### src/rtl/protection_pkg.sv
// Shared constants, states and register layout for the resonant fault protection sequencer
package protection_pkg;
	// System clock rate
	localparam int unsigned CLK_FREQ_MHZ = 20;
	// Over-current boost ramp time, zero to maximum
	localparam int unsigned OCP_RAMP_TIME_US = 1500;
	localparam int unsigned OCP_RAMP_CYCLES = OCP_RAMP_TIME_US * CLK_FREQ_MHZ;
	// Fixed blanking before extended blanking starts
	localparam int unsigned OLP_BLANK_TIME_MS = 20;
	localparam int unsigned OLP_BLANK_CYCLES = OLP_BLANK_TIME_MS * 1000 * CLK_FREQ_MHZ;
	// Soft start duration and number of frequency steps
	localparam int unsigned SS_TIME_MS = 32;
	localparam int unsigned SS_STEPS = 32;
	localparam int unsigned SS_STEP_CYCLES = SS_TIME_MS * 1000 * CLK_FREQ_MHZ / SS_STEPS;
	localparam logic [4:0] SS_START = 5'(SS_STEPS - 1);
	// Recovery window after the final feedback pull-down
	localparam int unsigned RECOVERY_TIME_US = 1000;
	localparam int unsigned RECOVERY_CYCLES = RECOVERY_TIME_US * CLK_FREQ_MHZ;
	// Input-sense settle blanking before a restart
	localparam int unsigned SETTLE_TIME_US = 1000;
	localparam int unsigned SETTLE_CYCLES = SETTLE_TIME_US * CLK_FREQ_MHZ;
	// Fault cycle counts
	localparam logic [7:0] EXT_BLANK_COUNT_DEF = 8'h04;
	localparam logic [7:0] RESTART_COUNT_DEF = 8'h08;
	// Widths
	localparam int unsigned TIMER_W = 20;
	localparam int unsigned BOOST_W = 15;
	// Register byte offsets
	localparam logic [3:0] REG_CONTROL = 4'h0;
	localparam logic [3:0] REG_STATUS = 4'h4;
	localparam logic [3:0] REG_LEVELS = 4'h8;
	localparam logic [3:0] REG_COUNTS = 4'hC;
	// Control fields and reset value
	localparam int unsigned CTRL_UV_EN_BIT = 0;
	localparam int unsigned CTRL_BOOST_EN_BIT = 1;
	localparam logic [1:0] CTRL_RESET = 2'h3;
	// Status fields
	localparam int unsigned STAT_STATE_LSB = 0;
	localparam int unsigned STAT_SWITCH_BIT = 16;
	localparam int unsigned STAT_LATCH_BIT = 17;
	// Level and count fields
	localparam int unsigned LEV_BOOST_LSB = 0;
	localparam int unsigned LEV_SS_LSB = 16;
	localparam int unsigned CNT_EB_LSB = 0;
	localparam int unsigned CNT_RS_LSB = 8;
	// Sequencer states
	typedef enum logic [11:0] {
		ST_UV_STOP = 12'h001,
		ST_SOFT_START = 12'h002,
		ST_NORMAL = 12'h004,
		ST_EB_DISCHARGE = 12'h008,
		ST_EB_CHARGE = 12'h010,
		ST_FINAL_PULL = 12'h020,
		ST_RECOVERY = 12'h040,
		ST_OLP_ENTRY = 12'h080,
		ST_OLP_CHARGE = 12'h100,
		ST_OLP_DISCHARGE = 12'h200,
		ST_SETTLE = 12'h400,
		ST_LATCHED = 12'h800
	} state_t;
endpackage : protection_pkg

### src/rtl/cycle_timer.sv
// Wrapping cycle timer with a parameterised limit
`timescale 1ns/100ps
module cycle_timer #(
	parameter int unsigned WIDTH = 20,
	parameter logic [WIDTH-1:0] LIMIT = 20'h00010
) (
	input wire logic sys_clk,
	input wire logic rst_b,
	input wire logic clear,
	input wire logic run,
	output logic done
);
	// Elapsed cycles
	logic [WIDTH-1:0] count;
	logic [WIDTH-1:0] next_count;

	// Done while running at the last cycle of the limit
	assign done = run && !clear && (count == LIMIT - 1'b1);

	// Count while running, wrap at the limit so done is a one-cycle pulse per period
	always_comb begin
		next_count = count;
		if (clear) begin
			next_count = '0;
		end else if (run && count == LIMIT - 1'b1) begin
			next_count = '0;
		end else if (run) begin
			next_count = count + 1'b1;
		end
	end

	// Register the count
	always_ff @(posedge sys_clk or negedge rst_b) begin
		if (!rst_b) begin
			count <= '0;
		end else begin
			count <= next_count;
		end
	end
endmodule : cycle_timer

### src/rtl/fault_sequencer.sv
// Protection sequencer for a half-bridge resonant converter
`timescale 1ns/100ps
module fault_sequencer
	import protection_pkg::*;
#(
	parameter logic [7:0] EXT_BLANK_COUNT = EXT_BLANK_COUNT_DEF,
	parameter logic [7:0] RESTART_COUNT = RESTART_COUNT_DEF,
	parameter int unsigned RAMP_CYCLES = OCP_RAMP_CYCLES,
	parameter int unsigned BLANK_CYCLES = OLP_BLANK_CYCLES,
	parameter int unsigned STEP_CYCLES = SS_STEP_CYCLES,
	parameter int unsigned RECOV_CYCLES = RECOVERY_CYCLES,
	parameter int unsigned SETTLE_CYC = SETTLE_CYCLES
) (
	input wire logic sys_clk,
	input wire logic rst_b,
	input wire logic cs_above_upper,
	input wire logic cs_below_lower,
	input wire logic cs_latch_level,
	input wire logic feedback_above_upper,
	input wire logic feedback_below_lower,
	input wire logic feedback_at_zero,
	input wire logic input_sense_above_on,
	input wire logic input_sense_high_level,
	input wire logic input_sense_low_level,
	input wire logic [3:0] avs_address,
	input wire logic avs_read,
	input wire logic avs_write,
	input wire logic [31:0] avs_writedata,
	input wire logic [3:0] avs_byteenable,
	output logic [31:0] avs_readdata,
	output logic avs_waitrequest,
	output logic [BOOST_W-1:0] boost_level,
	output logic [4:0] soft_start_offset,
	output logic soft_start_active,
	output logic switching_enable,
	output logic feedback_contrib_enable,
	output logic soft_start_contrib_enable,
	output logic feedback_discharge_switch,
	output logic input_sense_discharge_switch,
	output logic restart_charge_source,
	output logic hysteresis_source_enable,
	output logic latched_off
);
	// Ramp end point of the boost counter
	localparam logic [BOOST_W-1:0] RAMP_MAX = BOOST_W'(RAMP_CYCLES);

	state_t state; // Sequencer state
	state_t next_state;
	logic [7:0] eb_count; // Extended blanking cycles done
	logic [7:0] next_eb_count;
	logic [7:0] rs_count; // Restart delay cycles done
	logic [7:0] next_rs_count;
	logic [4:0] next_ss_offset;
	logic [BOOST_W-1:0] next_boost;
	logic [1:0] ctrl; // Software control bits
	logic [1:0] next_ctrl;
	logic ack; // Bus answer cycle
	logic next_ack;
	logic [31:0] next_rdata;
	logic uv_en; // Undervoltage stop enabled
	logic boost_en; // Frequency boost enabled
	logic mains_low; // Mains below range while stop is enabled
	logic in_switch; // States with gates running
	logic blank_run; // Fixed blanking timer running
	logic blank_done;
	logic step_done;
	logic recov_done;
	logic settle_done;
	logic req;

	assign uv_en = ctrl[CTRL_UV_EN_BIT];
	assign boost_en = ctrl[CTRL_BOOST_EN_BIT];
	assign mains_low = uv_en && !input_sense_above_on;
	assign in_switch = state inside {ST_SOFT_START, ST_NORMAL, ST_EB_DISCHARGE, ST_EB_CHARGE,
		ST_FINAL_PULL, ST_RECOVERY};
	// Only normal operation measures the feedback excursion
	assign blank_run = (state == ST_NORMAL) && feedback_above_upper;

	// Output decode from the state register
	assign switching_enable = in_switch;
	assign soft_start_active = (state == ST_SOFT_START);
	assign feedback_contrib_enable = state inside {ST_SOFT_START, ST_NORMAL};
	assign soft_start_contrib_enable = (state == ST_SOFT_START);
	assign feedback_discharge_switch = state inside {ST_EB_DISCHARGE, ST_FINAL_PULL};
	assign input_sense_discharge_switch = state inside {ST_OLP_ENTRY, ST_OLP_DISCHARGE};
	assign restart_charge_source = (state == ST_OLP_CHARGE);
	assign hysteresis_source_enable = !(state inside {ST_OLP_ENTRY, ST_OLP_CHARGE,
		ST_OLP_DISCHARGE});
	assign latched_off = (state == ST_LATCHED);

	// Fixed overload blanking, restarted by any short excursion
	cycle_timer #(.WIDTH(TIMER_W), .LIMIT(TIMER_W'(BLANK_CYCLES))) u_blank (
		.sys_clk(sys_clk), .rst_b(rst_b), .clear(!blank_run), .run(blank_run), .done(blank_done));
	// Soft start step pacing
	cycle_timer #(.WIDTH(TIMER_W), .LIMIT(TIMER_W'(STEP_CYCLES))) u_step (
		.sys_clk(sys_clk), .rst_b(rst_b), .clear(state != ST_SOFT_START), .run(1'b1), .done(step_done));
	// Recovery window after the final pull-down
	cycle_timer #(.WIDTH(TIMER_W), .LIMIT(TIMER_W'(RECOV_CYCLES))) u_recov (
		.sys_clk(sys_clk), .rst_b(rst_b), .clear(state != ST_RECOVERY), .run(1'b1), .done(recov_done));
	// Input-sense settle blanking
	cycle_timer #(.WIDTH(TIMER_W), .LIMIT(TIMER_W'(SETTLE_CYC))) u_settle (
		.sys_clk(sys_clk), .rst_b(rst_b), .clear(state != ST_SETTLE), .run(1'b1), .done(settle_done));

	// Sequencer next state and fault counters
	always_comb begin
		next_state = state;
		next_eb_count = eb_count;
		next_rs_count = rs_count;
		next_ss_offset = soft_start_offset;
		unique case (state)
			ST_UV_STOP: begin
				// Wait for mains back in range
				if (!mains_low) begin
					next_state = ST_SOFT_START;
					next_ss_offset = SS_START;
				end
			end
			ST_SOFT_START: begin
				// One offset step per step period, 32 steps in all
				if (step_done) begin
					if (soft_start_offset == 5'h00) begin
						next_state = ST_NORMAL;
					end else begin
						next_ss_offset = soft_start_offset - 5'h01;
					end
				end
			end
			ST_NORMAL: begin
				// Feedback held high past the fixed blanking
				if (blank_done) begin
					next_state = ST_EB_DISCHARGE;
					next_eb_count = 8'h00;
				end
			end
			ST_EB_DISCHARGE: begin
				// Discharge switch on until the lower level
				if (feedback_below_lower) begin
					next_state = ST_EB_CHARGE;
				end
			end
			ST_EB_CHARGE: begin
				// Recharge reached the upper level
				if (feedback_above_upper) begin
					next_eb_count = 8'(eb_count + 8'h01);
					if (8'(eb_count + 8'h01) == EXT_BLANK_COUNT) begin
						next_state = ST_FINAL_PULL;
					end else begin
						next_state = ST_EB_DISCHARGE;
					end
				end
			end
			ST_FINAL_PULL: begin
				// Pull the pin to zero
				if (feedback_at_zero) begin
					next_state = ST_RECOVERY;
				end
			end
			ST_RECOVERY: begin
				if (feedback_above_upper) begin
					next_state = ST_OLP_ENTRY;
					next_rs_count = 8'h00;
				end else if (recov_done) begin
					next_state = ST_NORMAL;
					next_eb_count = 8'h00;
					next_rs_count = 8'h00;
				end
			end
			ST_OLP_ENTRY: begin
				// Discharge the sense capacitor to its low level
				if (input_sense_low_level) begin
					next_state = ST_OLP_CHARGE;
				end
			end
			ST_OLP_CHARGE: begin
				// Charge source on until the high level
				if (input_sense_high_level) begin
					next_state = ST_OLP_DISCHARGE;
				end
			end
			ST_OLP_DISCHARGE: begin
				// Discharge back down and count the cycle
				if (input_sense_low_level) begin
					next_rs_count = 8'(rs_count + 8'h01);
					if (8'(rs_count + 8'h01) == RESTART_COUNT) begin
						next_state = ST_SETTLE;
					end else begin
						next_state = ST_OLP_CHARGE;
					end
				end
			end
			ST_SETTLE: begin
				// Restart only with the input sense above turn-on
				if (settle_done) begin
					next_eb_count = 8'h00;
					next_rs_count = 8'h00;
					if (input_sense_above_on) begin
						next_state = ST_SOFT_START;
						next_ss_offset = SS_START;
					end else begin
						next_state = ST_UV_STOP;
					end
				end
			end
			ST_LATCHED: begin
				// Held until supply power-on reset
				next_state = ST_LATCHED;
			end
		endcase
		// Mains undervoltage stops any switching state
		if (in_switch && mains_low) begin
			next_state = ST_UV_STOP;
			next_eb_count = 8'h00;
		end
		// Winding short latches off with top priority
		if (cs_latch_level) begin
			next_state = ST_LATCHED;
		end
	end

	// Sequencer registers, loaded by power-on reset to ST_UV_STOP with both counters cleared
	always_ff @(posedge sys_clk or negedge rst_b) begin
		if (!rst_b) begin
			state <= ST_UV_STOP;
			eb_count <= 8'h00;
			rs_count <= 8'h00;
			soft_start_offset <= SS_START;
		end else begin
			state <= next_state;
			eb_count <= next_eb_count;
			rs_count <= next_rs_count;
			soft_start_offset <= next_ss_offset;
		end
	end

	// Boost ramp: one count per cycle, full scale in the ramp time
	always_comb begin
		next_boost = boost_level;
		if (cs_above_upper) begin
			if (boost_en && boost_level != RAMP_MAX) begin
				next_boost = boost_level + 1'b1;
			end
		end else if (cs_below_lower) begin
			if (boost_level != '0) begin
				next_boost = boost_level - 1'b1;
			end
		end
		// Otherwise hold between the thresholds
	end

	// Register the boost level
	always_ff @(posedge sys_clk or negedge rst_b) begin
		if (!rst_b) begin
			boost_level <= '0;
		end else begin
			boost_level <= next_boost;
		end
	end

	// Avalon slave: one wait cycle, then answer
	assign req = avs_read || avs_write;
	assign avs_waitrequest = req && !ack;

	always_comb begin
		next_ack = req && !ack;
		next_ctrl = ctrl;
		next_rdata = avs_readdata;
		// Write commits on the answer cycle
		if (avs_write && ack && avs_address == REG_CONTROL && avs_byteenable[0]) begin
			next_ctrl = avs_writedata[1:0];
		end
		// Read data prepared for the answer cycle
		if (avs_read && !ack) begin
			next_rdata = 32'h00000000;
			unique case (avs_address)
				REG_CONTROL: next_rdata[1:0] = ctrl;
				REG_STATUS: begin
					next_rdata[STAT_STATE_LSB +: 12] = state;
					next_rdata[STAT_SWITCH_BIT] = switching_enable;
					next_rdata[STAT_LATCH_BIT] = latched_off;
				end
				REG_LEVELS: begin
					next_rdata[LEV_BOOST_LSB +: BOOST_W] = boost_level;
					next_rdata[LEV_SS_LSB +: 5] = soft_start_offset;
				end
				REG_COUNTS: begin
					next_rdata[CNT_EB_LSB +: 8] = eb_count;
					next_rdata[CNT_RS_LSB +: 8] = rs_count;
				end
				default: next_rdata = 32'h00000000;
			endcase
		end
	end

	// Register bus state
	always_ff @(posedge sys_clk or negedge rst_b) begin
		if (!rst_b) begin
			ack <= 1'b0;
			ctrl <= CTRL_RESET;
			avs_readdata <= 32'h00000000;
		end else begin
			ack <= next_ack;
			ctrl <= next_ctrl;
			avs_readdata <= next_rdata;
		end
	end

	property p_latch;
		@(posedge sys_clk) disable iff (!rst_b) cs_latch_level |=> latched_off && !switching_enable;
	endproperty
	a_latch: assert property (p_latch) else $error("latch not taken");

	property p_latch_hold;
		@(posedge sys_clk) disable iff (!rst_b) latched_off |=> latched_off [*3];
	endproperty
	a_latch_hold: assert property (p_latch_hold) else $error("latch released");

	property p_boost_up;
		@(posedge sys_clk) disable iff (!rst_b)
		cs_above_upper && boost_en && boost_level != RAMP_MAX |=> boost_level == $past(boost_level) + 1'b1;
	endproperty
	a_boost_up: assert property (p_boost_up) else $error("boost did not rise");

	property p_boost_down;
		@(posedge sys_clk) disable iff (!rst_b)
		!cs_above_upper && cs_below_lower && boost_level != '0 |=> boost_level == $past(boost_level) - 1'b1;
	endproperty
	a_boost_down: assert property (p_boost_down) else $error("boost did not fall by one");

	property p_boost_hold;
		@(posedge sys_clk) disable iff (!rst_b) !cs_above_upper && !cs_below_lower |=> $stable(boost_level);
	endproperty
	a_boost_hold: assert property (p_boost_hold) else $error("boost moved between thresholds");

	property p_uv;
		@(posedge sys_clk) disable iff (!rst_b)
		in_switch && mains_low && !cs_latch_level |=> state == ST_UV_STOP && !switching_enable;
	endproperty
	a_uv: assert property (p_uv) else $error("undervoltage did not stop");

	property p_eb_start;
		@(posedge sys_clk) disable iff (!rst_b)
		blank_done && !mains_low && !cs_latch_level |=> feedback_discharge_switch && eb_count == 8'h00;
	endproperty
	a_eb_start: assert property (p_eb_start) else $error("extended blanking not started");

	property p_eb_count;
		@(posedge sys_clk) disable iff (!rst_b)
		state == ST_EB_CHARGE && feedback_above_upper && !mains_low && !cs_latch_level
		|=> eb_count == $past(eb_count) + 8'h01;
	endproperty
	a_eb_count: assert property (p_eb_count) else $error("fault count not advanced");

	property p_eb_osc;
		@(posedge sys_clk) disable iff (!rst_b)
		state inside {ST_EB_DISCHARGE, ST_EB_CHARGE, ST_FINAL_PULL, ST_RECOVERY}
		|-> !feedback_contrib_enable && !soft_start_contrib_enable && switching_enable;
	endproperty
	a_eb_osc: assert property (p_eb_osc) else $error("wrong oscillator contributions");

	property p_olp_off;
		@(posedge sys_clk) disable iff (!rst_b)
		state inside {ST_OLP_ENTRY, ST_OLP_CHARGE, ST_OLP_DISCHARGE, ST_SETTLE} |-> !switching_enable;
	endproperty
	a_olp_off: assert property (p_olp_off) else $error("gates active in overload");

	property p_settle;
		@(posedge sys_clk) disable iff (!rst_b)
		state == ST_SETTLE |-> !restart_charge_source && !input_sense_discharge_switch && hysteresis_source_enable;
	endproperty
	a_settle: assert property (p_settle) else $error("settle sources wrong");

	property p_ss_no_olp;
		@(posedge sys_clk) disable iff (!rst_b)
		soft_start_active && feedback_above_upper && !cs_latch_level && !mains_low
		|=> state inside {ST_SOFT_START, ST_NORMAL} && !feedback_discharge_switch;
	endproperty
	a_ss_no_olp: assert property (p_ss_no_olp) else $error("overload timer ran in soft start");
endmodule : fault_sequencer

### config.mk
export PLATFORM = sky130hd
export DESIGN_NAME = fault_sequencer
export DESIGN_NICKNAME = d
export VERILOG_FILES = /design/src/rtl/protection_pkg.sv /design/src/rtl/cycle_timer.sv /design/src/rtl/fault_sequencer.sv
export SDC_FILE = /design/constraint.sdc
export NUM_CORES = 1
export LEC_CHECK = 0
export ABC_AREA = 1
export BUFFER_PORTS_ARGS = -buffer_cell sky130_fd_sc_hd__buf_2
export CAP_MARGIN = 15
export CELL_PAD_IN_SITES_DETAIL_PLACEMENT = 1
export CELL_PAD_IN_SITES_GLOBAL_PLACEMENT = 1
export CORE_MARGIN = 2
export CORE_UTILIZATION = 43
export CTS_CLUSTER_SIZE = 28
export DETAILED_ROUTE_END_ITERATION = 6
export PLACE_DENSITY = 0.88
export SETUP_SLACK_MARGIN = 0.02
export SLEW_MARGIN = 20
export SYNTH_ARGS = -nofsm -noshare
export SYNTH_HDL_FRONTEND = slang
export SYNTH_SLANG_ARGS = --single-unit
### constraint.sdc
create_clock -name sys_clk -period 2.1 [get_ports sys_clk]
set_input_delay 0.63 -clock sys_clk [delete_from_list [all_inputs] [get_ports sys_clk]]
set_output_delay 0.63 -clock sys_clk [all_outputs]
set_load 0.005 [all_outputs]
* After elaboration in Yosys (flattened, before gate mapping)
Index checks and enable logic that the tools add are counted.
** Word-level totals
- Register bits :: 152
- Latch bits :: 0
- RAM bits :: 0
- ROM bits :: 0
- Memories kept :: 0
** Cells by class
- Add/subtract/negate cells :: 9
- $mul :: 0
- Div/mod/pow operators :: 0
- Magnitude comparators :: 0
- Equality and inequality tests :: 50
- Shift-type cells :: 0
- Multiplexer cells :: 53
- Bitwise gates (word level) :: 0
- Reductions and logical operators :: 38
** Operator list (number)
- 12-bit two-way mux :: 15
- 20-bit two-way mux :: 8
- 12-bit case mux with 12 select lines :: 1
- 20-bit by 1-bit adder with 20-bit output, second input constant :: 4
- 8-bit two-way mux :: 8
- 20-bit by 15-bit == test with 1-bit output, second input constant :: 3
- 15-bit two-way mux :: 4
- 8-bit case mux with 4 select lines :: 1
- 10-bit case mux with 3 select lines :: 1
- 4-bit by 3-bit != test with 1-bit output, second input constant :: 7
- 5-bit two-way mux :: 5
- 8-bit case mux with 3 select lines :: 1
- 20-bit by 19-bit == test with 1-bit output, second input constant :: 1
- 8-bit by 1-bit adder with 8-bit output, second input constant :: 2
- 15-bit by 1-bit adder with 15-bit output, second input constant :: 1
- 15-bit != test, second input constant :: 1
- 5-bit case mux with 3 select lines :: 1
- 15-bit nonzero test :: 1
- 15-bit by 1-bit subtractor with 15-bit output, second input constant :: 1
- 1-bit logical AND :: 13
- 12-bit by 1-bit == test with 1-bit output, second input constant :: 1
- 12-bit by 10-bit == test with 1-bit output, second input constant :: 1
- 12-bit by 11-bit == test with 1-bit output, second input constant :: 1
- 12-bit == test, second input constant :: 1
- other kinds (43) :: 67

* Logic depth before layout (Yosys ltp)
- Depth in word-level cells :: 8
- Mapped depth :: 13
- Mapped depth without buffers :: 13

* Modules after synthesis
Synthesis repeated with hierarchy kept, for this count alone.
** Second synthesis, totals
- Cell total of the unflattened synthesis :: 1408
- Area total of the unflattened synthesis :: 10238.6 sq um
** Modules (own cells, without submodules)
- fault_sequencer :: times used 1, cells an instance 685, area each 5036.1 sq um
- cycle_timer (u_recov ...) :: times used 3, cells an instance 178, area each 1300.0 sq um
- cycle_timer (u_blank) :: times used 1, cells an instance 189, area each 1302.5 sq um

* Worst setup path before layout
OpenSTA, ideal clock, no wires.
- Path type :: input-to-reg
- Start point :: in cs_above_upper
- End point :: reg boost_level[9]
- Data arrival time :: 2.158 ns
- Required time :: 2.017 ns
- Path slack :: -0.140 ns
- Stages on the path :: 11
- Buffers on the path :: 0
- Cell sequence :: inv_1 > ha_1 > a21oi_1 > nand2_1 > a21oi_1 > o21ai_0 > nand2_1 > nand2_1 > nand2_1 > nand2_1 > o21ai_0
** Between the ends
- Word-level cells in the longest chain between the ends :: 2
** RTL lines
- start: declaration :: RTL line fault_sequencer.sv:16 : input wire logic cs_above_upper,
- 2-bit by 1-bit != test with 1-bit output (no source line) / 2-bit nonzero test (equally long branches)
- 3-bit AND reduction (no source line)
- end signal: assignment :: RTL line fault_sequencer.sv:255 : boost_level <= next_boost;
- end: declaration :: RTL line fault_sequencer.sv:32 : output logic [BOOST_W-1:0] boost_level,
Several ways; a longest one is shown, not always the timed one.
A chain may end at the register's enable or synchronous reset.

* Worst setup path in the final report
- Start point :: reg state[10]
- End point :: out switching_enable
** Between the ends
- Word-level cells in the longest chain between the ends :: 2
** RTL lines
- start: declaration :: RTL line fault_sequencer.sv:47 : state_t state;
- start signal: assignment :: RTL line fault_sequencer.sv:228 : state <= next_state;
- 12-bit by 2-bit == test with 1-bit output (tied with other cells) :: RTL line fault_sequencer.sv:74 : assign in_switch = state inside {ST_SOFT_START, ST_NORMAL, ST_EB_DISCHARGE, ST_EB_CHARGE,
- 6-bit nonzero test * :: RTL line fault_sequencer.sv:74
- end: declaration :: RTL line fault_sequencer.sv:35 : output logic switching_enable,
Every way passes the cells marked *; elsewhere a longest branch is shown, timed or not.

==> impl_metrics.toml <==
[setup_path]
critical_path.top_delay_family = "simple AND/OR/NAND/NOR gates"
rrSetupSlack_ns = -0.34
crit_path_cell_trace = "nor2_2 -> nand2_4 -> nor2_8 -> nand2_4 -> nand2_4 -> inv_4 -> nand3_4 -> buf_6"
worst-path-max-fanout = 4
regToRegStartpoint = "state[0]$_DFFE_PN1P_"
worst_ep_required_time_ns = 1.47
path_buf_inv = 2
timing.critical_path.to_type = "primary output"
worst-r2r-cell-count = 14
slowest_delay_ns = 0.46
startpoint_type = "flop"
critical-path-top-cell-by-count = "sky130_fd_sc_hd__nand2_4"
critical_path_class = "reg -> out"
critical-path-slowest-cell = "sky130_fd_sc_hd__dfrtp_1"
critical_path_arrival_ns = 1.95
r2r-end = "state[3]$_DFFE_PN0P_"

[sta]
clock_skew_ns = 0.0267
final-max-slew-violation-count = 0
grt_setup_unrepaired = "true"
layout_min_cycle_time_ns = 2.58
setup_slack_ns = -0.484
maxClockFrequency_mhz = 387
hold_violations = 0
timing_worst_slew_pin_value_ns = 0.984
timing.final.crit_share_pct = 123
report.final.setup_viol = 53
slew_headroom_pct = 34.3

[logic_synthesis]
synth_top_cell_area_share_pct = 39.2
seq_area_frac_synth_pct = 41.5
postSynthAreaPerCell_sq_um = 7.41
synth_enable_flop_cells = 0
post_synth_inst_count = 1241
synthArstFlopShare_pct = 100
ys_ff_latch = 152
synth.top_cells.by_area = "sky130_fd_sc_hd__dfrtp_1 (39%), sky130_fd_sc_hd__nand2_1 (11%), sky130_fd_sc_hd__nor2_1 (6.5%)"
yosysWarnings = 0
ys.flop_type = "sky130_fd_sc_hd__dfrtp_1"
ys_types = 46
syn-cell-area_sq_mm = 0.00919
synthDominantAreaCellType = "sky130_fd_sc_hd__dfrtp_1"

[layout]
mostFrequentLayoutCells = "sky130_fd_sc_hd__nand2_1 (243), sky130_fd_sc_hd__inv_1 (143), sky130_fd_sc_hd__dfrtp_1 (138), sky130_fd_sc_hd__nor2_1 (135), sky130_fd_sc_hd__buf_4 (114)"
insertedDiodeCount = 0
drive_above_1_share_pct = 29.1
mostFrequentLayoutCell = "sky130_fd_sc_hd__nand2_1"
postLayoutCellArea_sq_mm = 0.0122
final.fill_count = 2567
area_delta_synth_final_pct = 33.1
nNetsFinal = 1522
multiInputGateArea_sq_mm = 0.00527
register_area_sq_mm = 0.00382

[place]
place_area_sq_mm = 0.0104
dpl.hpwl_microns = 21400
total_of_buffers_placed_on_input_and_output_ports = 70
gp_routability_congestion = 0.859
pre_cts_slack_ns = -0.450

[power]
ir_worst_vdd_uv = 676
power-per-cell-area_mw_per_mm2 = 972
leakage_nw = 5.82
power.total_w = 0.0119

[routing]
routed-via-count = 10915
drtAntennaViolNets = 0
drc = 0
route.final.wire_length_microns = 44400
post_drt_via_cell_ratio = 6.29
detailedRoute.firstPassIterationCount = 5
post_drt_wl_per_cell_microns = 25.6
initialDrtViolationCount = 1110

[clock_tree]
clock_tree.root_cell = "sky130_fd_sc_hd__clkbuf_16"
cts-buffers-inserted = 17
clk_latency_ns = 0.47
clkTransAtPathRegs_ns = 0.08
cts.htree.levels = 4
clockBufferDepth = 2
cts_tree = "yes"
clock-sinks = 152

[floorplanning]
rows = 53
die_y_microns = 150
floorplan.initialDensity_pct = 43.7
core_area_sq_mm = 0.0210
io-pin-count = 115
dieArea_sq_mm = 0.0226
die_x_microns = 150

[run_status]
status = "finished, violations left"
failed_checks = "setup timing"

[run]
max-cap-violations = 0

[grt]
vias_in_the_first_global_route = 10731
gr-total-overflow = 0
pin_count_of_the_biggest_net_entering_global_routing = 56
global_route_wire_length_before_repair_microns = 57100
antenna_found_initial = 1
grt_usage_pct = 32.8

[worst_hold_path]
worstHoldPathType = "in -> async"
-- where the power goes --
group / total, W / internal (W) / switching, W / leakage [nW]
clock network: 0.00329 / 0.00181 / 0.00148 / 0.288
logic: 0.00487 / 0.00194 / 0.00293 / 3.52
registers: 0.00373 / 0.00325 / 0.000482 / 2.01
-- through the flow --
| step | instances | hold slack [ns] | setup TNS (ns) | util, % |
|---|---|---|---|---|
| finish | 1735 | 0.000556 | -9.37 | 58.2 |
| global route | 1735 | 0.000378 | -10.91 | 58.2 |
| CTS | 1709 | 0.00224 | -2.01 | 54.6 |
| detailed placement | 1645 | 0.458 | -3.39 | 49.5 |
| global placement | 1645 | 0.440 | -1.90 | 49.5 |
| floorplan | 1251 | 0.334 | -0.308 | - |
-- routing by layer --
layer | wire length [microns] | vias to the layer above | share of wire [%] | track usage, %
met5 | 13 | - | 0.029 | 0
met4 | 3940 | 2 | 8.9 | 19.8
met3 | 3840 | 366 | 8.7 | 5.03
met2 | 21000 | 825 | 47 | 55.6
met1 | 15600 | 5281 | 35 | 39.2
li1 | - | 4441 | - | -
-- how the worst max path moves through the flow --
stage | from | endpoint | slack, ns | depth (start not counted)
5_1_grt | state[7]$_DFFE_PN0P_ | switching_enable | -0.50 | 8
2_1_floorplan | cs_above_upper | boost_level[9]$_DFFE_PN0P_ | -0.11 | 11
3_3_place_gp | cs_above_upper | boost_level[9]$_DFFE_PN0P_ | -0.32 | 13
6_report | state[10]$_DFFE_PN0P_ | switching_enable | -0.48 | 8
4_1_cts | state[6]$_DFFE_PN0P_ | hysteresis_source_enable | -0.29 | 7
3_5_place_dp | cs_above_upper | boost_level[9]$_DFFE_PN0P_ | -0.45 | 13
-- cell usage after synthesis, types with 10 or more instances --
cell type / n
sky130_fd_sc_hd__a21oi_1: 54
sky130_fd_sc_hd__buf_4: 12
sky130_fd_sc_hd__clkbuf_1: 11
sky130_fd_sc_hd__dfrtp_1: 144
sky130_fd_sc_hd__ha_1: 21
sky130_fd_sc_hd__inv_1: 158
sky130_fd_sc_hd__nand2_1: 272
sky130_fd_sc_hd__nand3_1: 110
sky130_fd_sc_hd__nand4_1: 19
sky130_fd_sc_hd__nor2_1: 160
sky130_fd_sc_hd__nor2_2: 12
sky130_fd_sc_hd__nor3_1: 37
sky130_fd_sc_hd__nor4_1: 12
sky130_fd_sc_hd__o21a_1: 10
sky130_fd_sc_hd__o21ai_0: 65
sky130_fd_sc_hd__o22ai_1: 10
sky130_fd_sc_hd__xor2_1: 18
-- cell type report --
type	count	share of cell area, %
multi-input cells	902	43.1
repair buffers	205	12.6
flip-flops and latches	152	31.2
well taps	275	2.81
inverters	169	5.50
clock buffers	19	3.70
clock inverters	13	1.04
-- sequential cells by signal (all words and copies together) (netlist names), 8 cells and up --
signal	flops
avs_readdata	21
u_blank.count	20
u_recov.count	20
u_settle.count	20
u_step.count	20
boost_level	15
state	12
eb_count	8
rs_count	8
-- timing repair --
action / 4_1_cts / 5_1_grt
resized for setup: 59 / 156
hold buffers: 0 / 0
gates cloned: 1 / 0
buffers inserted: 32 / 29
pin swaps: 29 / 52
setup endpoints to repair: 33 / 79
-- cell families (layout without fill, tap and decap cells) --
kind of cell | Yosys count | count (layout) | share of synthesized area [%]
compound gates | 164 | 164 | 10.1
xor+xnor | 27 | 27 | 2.57
fa+ha+maj | 22 | 22 | 3.08
buf+inv | 198 | 406 | 8.78
flops | 152 | 152 | 41.5
other cells | 1 | 11 | 0.0408
simple gates | 677 | 678 | 34.0
Power figures use the tool's default switching activity.
